File: config.mk
export PLATFORM = sky130hd
export DESIGN_NAME = carrier_pwm_timer
export DESIGN_NICKNAME = d
export VERILOG_FILES = /design/src/core/carrier_pwm_pkg.sv /design/src/core/count_tick.sv /design/src/core/carrier_pwm_timer.sv
export SDC_FILE = /design/constraint.sdc
export NUM_CORES = 1
export LEC_CHECK = 0
export BUFFER_PORTS_ARGS = -buffer_cell sky130_fd_sc_hd__buf_2
export CAP_MARGIN = 20
export CORE_ASPECT_RATIO = 1.5
export CORE_MARGIN = 5
export CORE_UTILIZATION = 40
export CTS_CLUSTER_SIZE = 25
export DETAILED_ROUTE_END_ITERATION = 12
export REMOVE_ABC_BUFFERS = 1
export SLEW_MARGIN = 30
export SYNTH_ARGS = -nofsm -noshare
export SYNTH_HDL_FRONTEND = slang
export SYNTH_SLANG_ARGS = --single-unit
File: constraint.sdc
create_clock -name core_clk -period 2.6 [get_ports core_clk]
set_clock_uncertainty 0.1 [all_clocks]
set_input_delay 0.52 -clock core_clk [delete_from_list [all_inputs] [get_ports core_clk]]
set_output_delay 0.52 -clock core_clk [all_outputs]
set_load 0.05 [all_outputs]
File: src/core/carrier_pwm_pkg.sv
package carrier_pwm_pkg;

    // register indices on the plain port
    localparam logic [3:0] ADDR_CTRL      = 4'h0;
    localparam logic [3:0] ADDR_CLKSEL    = 4'h1;
    localparam logic [3:0] ADDR_CYCLE_CMP = 4'h2;
    localparam logic [3:0] ADDR_LOW_CMP   = 4'h3;
    localparam logic [3:0] ADDR_HIGH_CMP  = 4'h4;
    localparam logic [3:0] ADDR_OUT_CTRL  = 4'h5;
    localparam logic [3:0] ADDR_PORT      = 4'h6;
    localparam logic [3:0] ADDR_CYCLE_CNT = 4'h7;
    localparam logic [3:0] ADDR_CARR_CNT  = 4'h8;
    localparam logic [3:0] ADDR_STATUS    = 4'h9;

    // control register bits
    localparam int CTRL_CYCLE_EN  = 0;
    localparam int CTRL_CARR_EN   = 1;
    localparam int CTRL_TOUT_EN   = 2;
    localparam int CTRL_MODE_LSB  = 4;
    localparam int CTRL_MODE_MSB  = 5;

    // carrier output control bits
    localparam int OUTC_GATE      = 0;
    localparam int OUTC_BUFFER    = 1;
    localparam int OUTC_REMOTE    = 2;

    // port register bits
    localparam int PORT_LATCH     = 0;
    localparam int PORT_DIR       = 1;

    // prescaler
    localparam int PRESCALE_W     = 8;
    localparam logic [2:0] CLKSEL_RST = 3'h0;

    localparam logic [7:0] BYTE_ZERO  = 8'h00;
    localparam logic [7:0] COUNT_ONE  = 8'h01;

    typedef enum logic [1:0] {
        MODE_INTERVAL = 2'b00,
        MODE_CARRIER  = 2'b01,
        MODE_PWM      = 2'b10
    } timer_mode_t;

endpackage : carrier_pwm_pkg

File: src/core/count_tick.sv
`timescale 1ns/1ps
module count_tick
    import carrier_pwm_pkg::*;
(
    input  wire logic       core_clk,
    input  wire logic       sys_rst,
    input  wire logic       run,
    input  wire logic [2:0] clk_sel,
    output logic            tick
);

    typedef struct packed {
        logic [PRESCALE_W-1:0] div;
        logic                  level_q;
        logic                  tick;
    } tick_state_t;

    tick_state_t state;
    tick_state_t next_state;
    logic        level;

    // selected divider bit acts as the count clock
    always_comb begin
        level = (clk_sel == CLKSEL_RST) ? 1'b1 : state.div[clk_sel - 3'd1];
    end

    always_comb begin
        next_state = state;
        next_state.div = state.div + {{(PRESCALE_W-1){1'b0}}, 1'b1};
        next_state.level_q = level;
        // a start while the clock is high counts as a rising edge
        next_state.tick = run && (clk_sel == CLKSEL_RST || (level && !state.level_q)); // RL17
        if (!run) begin
            next_state.level_q = 1'b0;
            next_state.tick = 1'b0;
        end
    end

    always_ff @(posedge core_clk) begin
        if (sys_rst) begin
            state <= '0;
        end else begin
            state <= next_state;
        end
    end

    assign tick = state.tick;

endmodule : count_tick

File: src/core/carrier_pwm_timer.sv
// The plain strobed port and the placing of the registers were left to the implementer.
`timescale 1ns/1ps
// Summary of operation
// RL1 - software stops both counters and disables output before carrier setup
// RL2 - software loads compares, mode, clocks, carrier output, buffer and gate bits
// RL3 - software sets pin output latch 0, enables output, then both counters
// RL4 - carrier counter makes carrier, cycle counter gates it periodically
// RL5 - low compare match raises irq, toggles carrier, selects high compare
// RL6 - high compare match raises irq, toggles carrier, selects low compare
// RL7 - cycle match raises irq; its rising edge copies buffer bit to gate
// RL8 - gate 1 passes carrier to pin, gate 0 holds pin low
// RL9 - software writes next gate value into buffer after each reload
// RL10 - output control register written whole byte while output disabled
// RL11 - buffer bit lost on carrier stop; software rewrites before restart
// RL12 - software PWM setup order: stop, disable, load, mode, pin, enable, start
// RL13 - PWM low compare sets low width, high compare sets high width
// RL14 - PWM low match raises irq, toggles, selects high, clears counter
// RL15 - PWM high match raises irq, toggles, selects low, clears counter
// RL16 - timer output starts low when output enable is set
// RL17 - first match after start may come up to 1.5 clocks early
// RL18 - compare value 00H matches after a single count pulse
// RL19 - clearing carrier enable forces timer output low
// RL20 - carrier mode counters restart from 00H after their match
// RL21 - shared pin carries timer output only while output enabled
module carrier_pwm_timer
    import carrier_pwm_pkg::*;
(
    input  wire logic       core_clk,
    input  wire logic       sys_rst,
    input  wire logic [3:0] reg_addr,
    input  wire logic [7:0] reg_wdata,
    input  wire logic       reg_write,
    input  wire logic       reg_read,
    output logic      [7:0] reg_rdata,
    output logic            shared_port_pin,
    output logic            port_direction_bit,
    output logic            carrier_match_irq,
    output logic            cycle_match_irq
);

    typedef struct packed {
        logic        cycle_count_enable;
        logic        carrier_count_enable;
        logic        timer_output_enable;
        timer_mode_t mode;
        logic [2:0]  cycle_clk_sel;
        logic [2:0]  carrier_clk_sel;
        logic [7:0]  cycle_compare;
        logic [7:0]  low_compare;
        logic [7:0]  high_compare;
        logic        remote_output_select;
        logic        level_buffer_bit;
        logic        level_gate_bit;
        logic        port_latch;
        logic        port_dir;
        logic [7:0]  cycle_counter;
        logic [7:0]  carrier_counter;
        logic        use_high;
        logic        carrier_level;
        logic        cycle_irq_q;
        logic        carrier_irq;
        logic        cycle_irq;
        logic        pin;
        logic [7:0]  rdata;
        logic        carrier_seen;
        logic        cycle_seen;
    } timer_state_t;

    timer_state_t state;
    timer_state_t next_state;

    logic       cycle_tick;
    logic       carrier_tick;
    logic       carrier_match;
    logic       cycle_match;
    logic [7:0] active_compare;
    logic       timer_out;
    logic       wr_ctrl;

    count_tick cycle_ticker (
        .core_clk (core_clk),
        .sys_rst  (sys_rst),
        .run      (state.cycle_count_enable),
        .clk_sel  (state.cycle_clk_sel),
        .tick     (cycle_tick)
    );

    count_tick carrier_ticker (
        .core_clk (core_clk),
        .sys_rst  (sys_rst),
        .run      (state.carrier_count_enable),
        .clk_sel  (state.carrier_clk_sel),
        .tick     (carrier_tick)
    );

    always_comb begin
        active_compare = state.use_high ? state.high_compare : state.low_compare; // RL13
        // counter value plus the pending pulse reaching the compare
        carrier_match = carrier_tick && (state.carrier_counter == active_compare); // RL18
        cycle_match = cycle_tick && (state.cycle_counter == state.cycle_compare); // RL18
        wr_ctrl = reg_write && (reg_addr == ADDR_CTRL);
    end

    // output level seen at the pin for the current mode
    always_comb begin
        if (state.mode == MODE_CARRIER) begin
            if (state.remote_output_select) begin
                timer_out = state.level_gate_bit;
            end else begin
                timer_out = state.level_gate_bit && state.carrier_level; // RL8
            end
        end else begin
            timer_out = state.carrier_level;
        end
    end

    always_comb begin
        next_state = state;
        next_state.carrier_irq = 1'b0;
        next_state.cycle_irq = 1'b0;

        // carrier counter: match toggles, swaps compare outside interval mode, clears
        if (state.carrier_count_enable && carrier_tick) begin
            if (carrier_match && state.mode != MODE_INTERVAL) begin
                next_state.carrier_irq = 1'b1; // RL5 RL6 RL14 RL15
                next_state.carrier_level = !state.carrier_level; // RL5 RL6 RL14 RL15
                next_state.use_high = !state.use_high; // RL5 RL6 RL14 RL15
                next_state.carrier_counter = BYTE_ZERO; // RL14 RL15 RL20
            end else if (carrier_match) begin
                next_state.carrier_irq = 1'b1;
                next_state.carrier_level = !state.carrier_level;
                next_state.carrier_counter = BYTE_ZERO;
            end else begin
                next_state.carrier_counter = state.carrier_counter + COUNT_ONE; // RL4
            end
        end

        // cycle counter drives the gate reload
        if (state.cycle_count_enable && cycle_tick) begin
            if (cycle_match) begin
                next_state.cycle_irq = 1'b1; // RL7
                next_state.cycle_counter = BYTE_ZERO; // RL20
            end else begin
                next_state.cycle_counter = state.cycle_counter + COUNT_ONE; // RL4
            end
        end
        next_state.cycle_irq_q = state.cycle_irq;

        // reload on the rising edge of the cycle match pulse
        if (state.cycle_irq && !state.cycle_irq_q && state.mode == MODE_CARRIER) begin
            next_state.level_gate_bit = state.level_buffer_bit; // RL7
        end

        if (state.carrier_irq) begin
            next_state.carrier_seen = 1'b1;
        end
        if (state.cycle_irq) begin
            next_state.cycle_seen = 1'b1;
        end

        // software writes
        if (reg_write) begin
            case (reg_addr)
                ADDR_CTRL: begin
                    next_state.cycle_count_enable = reg_wdata[CTRL_CYCLE_EN];
                    next_state.carrier_count_enable = reg_wdata[CTRL_CARR_EN];
                    next_state.timer_output_enable = reg_wdata[CTRL_TOUT_EN];
                    next_state.mode = timer_mode_t'(reg_wdata[CTRL_MODE_MSB:CTRL_MODE_LSB]);
                end
                ADDR_CLKSEL: begin
                    next_state.carrier_clk_sel = reg_wdata[2:0];
                    next_state.cycle_clk_sel = reg_wdata[6:4];
                end
                ADDR_CYCLE_CMP: begin
                    next_state.cycle_compare = reg_wdata;
                end
                ADDR_LOW_CMP: begin
                    next_state.low_compare = reg_wdata;
                end
                ADDR_HIGH_CMP: begin
                    next_state.high_compare = reg_wdata;
                end
                ADDR_OUT_CTRL: begin
                    next_state.remote_output_select = reg_wdata[OUTC_REMOTE];
                    next_state.level_buffer_bit = reg_wdata[OUTC_BUFFER];
                    next_state.level_gate_bit = reg_wdata[OUTC_GATE];
                end
                ADDR_PORT: begin
                    next_state.port_latch = reg_wdata[PORT_LATCH];
                    next_state.port_dir = reg_wdata[PORT_DIR];
                end
                ADDR_STATUS: begin
                    // write one to clear; a new event wins
                    if (reg_wdata[0] && !state.carrier_irq) begin
                        next_state.carrier_seen = 1'b0;
                    end
                    if (reg_wdata[1] && !state.cycle_irq) begin
                        next_state.cycle_seen = 1'b0;
                    end
                end
                default: begin
                end
            endcase
        end

        // stopping a counter clears it; stopping the carrier counter also clears its level and compare select
        if (wr_ctrl && !reg_wdata[CTRL_CARR_EN]) begin
            next_state.carrier_counter = BYTE_ZERO;
            next_state.carrier_level = 1'b0; // RL19
            next_state.use_high = 1'b0;
        end
        if (wr_ctrl && !reg_wdata[CTRL_CYCLE_EN]) begin
            next_state.cycle_counter = BYTE_ZERO;
        end
        if (wr_ctrl && state.carrier_count_enable && !reg_wdata[CTRL_CARR_EN]
                && state.mode == MODE_CARRIER) begin
            next_state.level_buffer_bit = 1'b0; // RL11
        end
        if (wr_ctrl && reg_wdata[CTRL_TOUT_EN] && !state.timer_output_enable) begin
            next_state.carrier_level = 1'b0; // RL16
        end

        // pin: timer output only when enabled, else port latch
        if (state.timer_output_enable) begin
            next_state.pin = timer_out && state.carrier_count_enable; // RL21 RL19
        end else begin
            next_state.pin = state.port_latch; // RL21
        end

        // read data, one cycle after the strobe
        next_state.rdata = BYTE_ZERO;
        if (reg_read) begin
            case (reg_addr)
                ADDR_CTRL: begin
                    next_state.rdata[CTRL_CYCLE_EN] = state.cycle_count_enable;
                    next_state.rdata[CTRL_CARR_EN] = state.carrier_count_enable;
                    next_state.rdata[CTRL_TOUT_EN] = state.timer_output_enable;
                    next_state.rdata[CTRL_MODE_MSB:CTRL_MODE_LSB] = state.mode;
                end
                ADDR_CLKSEL: begin
                    next_state.rdata = {1'b0, state.cycle_clk_sel, 1'b0, state.carrier_clk_sel};
                end
                ADDR_CYCLE_CMP: begin
                    next_state.rdata = state.cycle_compare;
                end
                ADDR_LOW_CMP: begin
                    next_state.rdata = state.low_compare;
                end
                ADDR_HIGH_CMP: begin
                    next_state.rdata = state.high_compare;
                end
                ADDR_OUT_CTRL: begin
                    next_state.rdata[OUTC_REMOTE] = state.remote_output_select;
                    next_state.rdata[OUTC_BUFFER] = state.level_buffer_bit;
                    next_state.rdata[OUTC_GATE] = state.level_gate_bit;
                end
                ADDR_PORT: begin
                    next_state.rdata[PORT_LATCH] = state.port_latch;
                    next_state.rdata[PORT_DIR] = state.port_dir;
                end
                ADDR_CYCLE_CNT: begin
                    next_state.rdata = state.cycle_counter;
                end
                ADDR_CARR_CNT: begin
                    next_state.rdata = state.carrier_counter;
                end
                ADDR_STATUS: begin
                    next_state.rdata = {4'h0, state.pin, state.use_high,
                                        state.cycle_seen, state.carrier_seen};
                end
                default: begin
                    next_state.rdata = BYTE_ZERO;
                end
            endcase
        end
    end

    always_ff @(posedge core_clk) begin
        if (sys_rst) begin
            state <= '0;
            state.port_dir <= 1'b1;
        end else begin
            state <= next_state;
        end
    end

    assign reg_rdata          = state.rdata;
    assign shared_port_pin    = state.pin;
    assign port_direction_bit = state.port_dir;
    assign carrier_match_irq  = state.carrier_irq;
    assign cycle_match_irq    = state.cycle_irq;

endmodule : carrier_pwm_timer

==> impl_metrics.tcl, run 1 <==
set metrics [dict create \
    status "completed" \
    worst-setup-path-type "reg2reg" \
    start_util_pct 40.3 \
    place_inst 696 \
    grt_pass1_wl_um 21700 \
    yosys.area_share.simple_pct 21.8 \
    p_leak_nw 1.94 \
    yosys_warnings 0 \
    synth_top_family_by_area "simple AND/OR/NAND/NOR gates" \
    cp_num_buf_inv 0 \
    synth_cells 535 \
    holdBufCountCts 0 \
    synth_edf_count 0 \
    htreeDepth 3 \
    syn2layout_area_growth_pct 12.7 \
    fp.dieH_um 141 \
    grtUsageMet1_pct 22.8 \
    ir_worst_vdd_v 0.000301 \
    wire_per_inst_um 18.5 \
    worst_setup_path_start_kind "register" \
    period_share_pct 92.4 \
    drive_gt1_share_pct 14.9 \
    fin_nets 581 \
    synth_area_mm2 0.00459 \
    p_int_mw 2.16 \
    pwr-share-clk_pct 42.9 \
    tns_ns 0 \
    synth-xor-area-share_pct 7.44 \
    cts_tree "done" \
    synthTopCellsByCount "dfxtp_1, nor2_1, nand2_1" \
    vias 3939 \
    portBuffers 27 \
    yosys.cell_count.top_type "dfxtp_1" \
    worst_pin_slew_ns 0.667 \
    yosysSeqAreaShare_pct 40.1 \
    clk_latency_ns 0.35 \
    die_w_um 97.5 \
    grt_max_degree 62 \
    antenna_found_initial 0 \
    drc_errors 0 \
    path_cells "mux2i_1 > mux2i_2 > nand4_2 > or4_4 > a221oi_2" \
    dp_hpwl_um 9990 \
    synth_area_leaders "dfxtp_1, mux2i_1, nor2_1, xor2_1, a21oi_1" \
    firstDrtPassIters 5 \
    grt_pass1_vias 3979 \
    finalNonFillerCells 712 \
    switching_share_pct 25.6 \
    rsz0062_at_grt "no" \
    hold_violations 0 \
    grt.overflow.total 0 \
    clockBufferDepth 2 \
    synthDistinctLibCells 51 \
    synthArstFlopShare_pct 0 \
    ant_nets 0 \
    postCtsSetupBuffers 0 \
    muxShareOfSynthArea_pct 11.2 \
    synth_flop_cell "dfxtp_1" \
    grt_usage_pct 19.9 \
    drt_wl_total_um 13200 \
    clkTransAtPathRegs_ns 0.07 \
    synth.top_cell.area_share_pct 40.1 \
    cp.arrival_ns 2.57 \
    synth_top_area_cell "dfxtp_1" \
    ios 28 \
    diodes 0 \
    grt_use_met3_pct 3.56 \
    cts_buffers 9 \
    slowest_stage "dfxtp_1" \
    grt_use_met2_pct 34.1 \
    power_frac_comb_pct 7.1 \
    synthAdderAreaFrac_pct 2.18 \
    fmax_ghz 0.416 \
    worst_path_dominant_cell_family "simple AND/OR/NAND/NOR gates" \
    powerDensity_mw_per_mm2 560 \
    setup_viol 0 \
    hp-class "reg2reg" \
    cp_max_fo 11 \
    cts-resized-gates 0 \
    ys_ff_latch 92 \
    gp_congestion 1.02 \
    seqPwrFrac_pct 49.9 \
    cpPeakStageDelay_ns 0.66 \
    cap_violations 0 \
    clock-sinks 92 \
    busiest_layer "met2" \
    finalMaxSlewViolations 0 \
    core_area_mm2 0.0114 \
    relSlewSlack_pct 55.5 \
    dieArea_mm2 0.0138 \
    period_minus_slack_ns 2.40 \
    synth_compound_area_share_pct 12.3 \
    end_kind "register" \
    row_count 48 \
    crit_required_ns 2.76 \
    vias_per_cell 5.53 \
    drtIter0Drc 312 \
    p_sw_mw 0.742 \
    root_buffer "clkbuf_16" \
    avgSynthCellArea_um2 8.59 \
]
cell usage in the layout (no fill, tap or decap), types with 16 or more instances in the layout:
master	synthesis	layout
dfxtp_1	92	92
nand3_1	28	28
o21ai_0	16	16
xor2_1	28	28
mux2i_1	31	31
a21oi_1	43	43
nor2_1	67	67
buf_4	8	23
nand2_1	57	57
buf_2	2	27
metal layers:
layer,vias to the layer above,routed length [um]
met5,-,0
met4,0,770
met3,42,631
met2,114,6630
met1,1886,5160
li1,1897,-
registers in the layout, indices dropped and copies added, names as in the netlist:
name                  count
carrier_match_irq         1
carrier_ticker.state      9
carrier_ticker.tick       1
cycle_match_irq           1
cycle_ticker.state        9
cycle_ticker.tick         1
port_direction_bit        1
reg_rdata                 8
shared_port_pin           1
state                    60
stage by stage:
stage / hold slack (ns) / utilization [%] / worst slack [ns] / cell area (um2) / power [mW]
2_1_floorplan: 0.296 / - / 0.246 / 4410 / 1.56
3_3_place_gp: 0.309 / 42.9 / 0.313 / 4900 / 1.68
3_5_place_dp: 0.319 / 42.9 / 0.222 / 4900 / 1.68
4_1_cts: 0.324 / 45.4 / 0.207 / 5180 / 2.93
5_1_grt: 0.334 / 45.4 / 0.0921 / 5180 / 3.02
6_report: 0.318 / 45.4 / 0.198 / 5180 / 2.90
logic make-up (layout without fill, tap and decap cells):
| family | after synthesis | after routing |
|---|---|---|
| AO/OA/AOI/OAI | 92 | 92 |
| XOR/XNOR | 39 | 39 |
| adder cells (fa/ha/maj) | 8 | 8 |
| buffers and inverters | 49 | 76 |
| flip-flops | 92 | 92 |
| multiplexers | 43 | 43 |
| AND/OR/NAND/NOR | 212 | 212 |
worst reg2reg max path, cell delays in order, from the launching register on:
cell and delay [ns]:
dfxtp_1 0.66, mux2i_1 0.31, mux2i_2 0.25, nand4_2 0.22, or4_4 0.54, a221oi_2 0.24
layout make-up:
type / count / area (um2)
Sequential cell: 92 / 1840
Inverter: 10 / 37.5
Timing Repair Buffer: 50 / 308
Clock buffer: 10 / 229
Multi-Input combinational cell: 394 / 2530
Fill cell: 1166 / 6230
Tap cell: 150 / 188
Clock inverter: 6 / 46.3
path summary, 6_finish.rpt:
kind	start	cells after the start	to	slack, ns
min reg2reg	cycle_ticker.state[1]	1	cycle_ticker.tick	0.32
max	state[15]	5	state[14]	0.20
min	cycle_ticker.state[1]	1	cycle_ticker.tick	0.32
max reg2reg	state[15]	5	state[14]	0.20
power groups by stage:
stage	Sequential, mW	Clock [mW]	Combinational [mW]
global placement	1.48	0	0.204
global route	1.45	1.34	0.226
finish	1.45	1.25	0.206
CTS	1.45	1.28	0.205
detailed placement	1.48	0	0.204
floorplan	1.47	0	0.0883
Power figures use the tool's default switching activity.
==> inputs of run 2 (changes only) <==
--- a/config.mk
+++ b/config.mk
@@ -10,6 +10,7 @@
 export CORE_ASPECT_RATIO = 1.5
 export CORE_MARGIN = 5
 export CORE_UTILIZATION = 40
+export CTS_BUF_LIST = sky130_fd_sc_hd__clkbuf_8
 export CTS_CLUSTER_SIZE = 25
 export DETAILED_ROUTE_END_ITERATION = 12
 export REMOVE_ABC_BUFFERS = 1
==> impl_metrics.tcl, run 2 (synthesis gave the netlist of run 1 again) <==
set metrics [dict create \
    status "completed" \
    clk_latency_ns 0.38 \
    grt_pass1_wl_um 21700 \
    ios 28 \
    cts_tree "done" \
    regMostFlops "state" \
    powerDensity_mw_per_mm2 505 \
    clock-sinks 92 \
    relSlewSlack_pct 54.9 \
    path_cells "mux2i_1 > mux2i_2 > nand4_2 > or4_4 > a221oi_2" \
    slowest_stage "dfxtp_1" \
    cp_num_buf_inv 0 \
    fp.dieH_um 141 \
    dp_hpwl_um 9990 \
    diodes 0 \
    end_kind "register" \
    period_share_pct 93.4 \
    worst-setup-path-type "reg2reg" \
    portBuffers 27 \
    hold_violations 0 \
    hold_depth 3 \
    setup_viol 0 \
    cpPeakStageDelay_ns 0.67 \
    crit_required_ns 2.80 \
    cp_max_fo 11 \
    cap_violations 0 \
    core_area_mm2 0.0114 \
    antenna_found_initial 0 \
    clkTransAtPathRegs_ns 0.10 \
    worst_setup_path_start_kind "register" \
    htreeDepth 3 \
    p_leak_nw 1.90 \
    fmax_ghz 0.412 \
    fin_nets 581 \
    cts_buffers 9 \
    final_util_pct 44.5 \
    firstDrtPassIters 5 \
    grt_pass1_vias 3956 \
    gp_congestion 1.02 \
    cts-resized-gates 0 \
    root_buffer "clkbuf_8" \
    grt.overflow.total 0 \
    vias 3950 \
    worst_path_dominant_cell_family "simple AND/OR/NAND/NOR gates" \
    layout_commonest_cell "dfxtp_1" \
    worst_pin_slew_ns 0.677 \
    period_minus_slack_ns 2.43 \
    vias_per_cell 5.55 \
    holdBufCountCts 0 \
    drc_errors 0 \
    drt_wl_total_um 13200 \
    rsz0062_at_grt "no" \
    dieArea_mm2 0.0138 \
    row_count 48 \
    ant_nets 0 \
    wire_per_inst_um 18.6 \
    cp.arrival_ns 2.63 \
    postCtsSetupBuffers 0 \
    grt_max_degree 62 \
    ir_worst_vdd_v 0.000322 \
    drtIter0Drc 298 \
    die_w_um 97.5 \
    final_cell_mix "dfxtp_1, nor2_1, nand2_1, a21oi_1, mux2i_1" \
    grt_usage_pct 20.0 \
    largest_reg_flops 60 \
    reg_top3 "state x60, carrier_ticker.state x9, cycle_ticker.state x9" \
    clockBufferDepth 2 \
    start_util_pct 40.3 \
    finalMaxSlewViolations 0 \
    crit_cells 5 \
    hp-class "in2reg" \
    drive_gt1_share_pct 14.9 \
    tns_ns 0 \
    ff2ff_path_depth 5 \
    syn2layout_area_growth_pct 10.5 \
]
## run 2: cell types whose count changed in the layout (fill, tap and decap cells not counted)
| cell | before | now |
|---|---|---|
| inv_1 | 10 | 11 |
| clkbuf_16 | 9 | 0 |
| clkbuf_1 | 1 | 0 |
| clkbuf_8 | 0 | 9 |
## run 2: worst min-delay path: cells and delay by family
kind            cells  cell delay (ns)
compound gates      1             0.05
buf+inv             1             0.12
simple gates        1             0.06
## run 2: final cells by class
type                    count  area [um2]
fillers                  1183        6340
multi-input cells         394        2530
inverters                  10        37.5
clock inverters             7        50.0
clock buffers               9         124
flip-flops and latches     92        1840
well taps                 150         188
repair buffers             50         308
## run 2: stage by stage
| stage | area [um2] | setup WS (ns) | power, mW | cells | hold slack, ns |
|---|---|---|---|---|---|
| final | 5070 | 0.173 | 2.56 | 712 | 0.320 |
| after floorplan | 4410 | 0.246 | 1.56 | 496 | 0.296 |
| after global routing | 5070 | 0.0835 | 2.68 | 712 | 0.328 |
| after detailed placement | 4900 | 0.222 | 1.68 | 696 | 0.319 |
| after global placement | 4900 | 0.313 | 1.68 | 696 | 0.309 |
| after CTS | 5070 | 0.195 | 2.58 | 712 | 0.307 |
## run 2: final timing paths
| path | start | end | slack (ns) |
|---|---|---|---|
| hold / removal | reg_wdata[3] | state[48] | 0.32 |
| setup / recovery | state[15] | state[14] | 0.17 |
| setup reg to reg | state[15] | state[14] | 0.17 |
| hold reg to reg | cycle_ticker.state[1] | cycle_ticker.tick | 0.32 |
## run 2: per-layer routing
layer	track usage, %	share of wire, %
met5	0	0
met2	34.7	51
met1	22.9	40
met3	3.56	3.7
met4	11.2	5.1
## run 2: report_power, final
group | leakage [nW] | internal, mW | total (mW) | switching [mW]
logic | 1.07 | 0.0742 | 0.207 | 0.132
clock network | 0.0878 | 0.353 | 0.907 | 0.554
registers | 0.743 | 1.43 | 1.45 | 0.0213
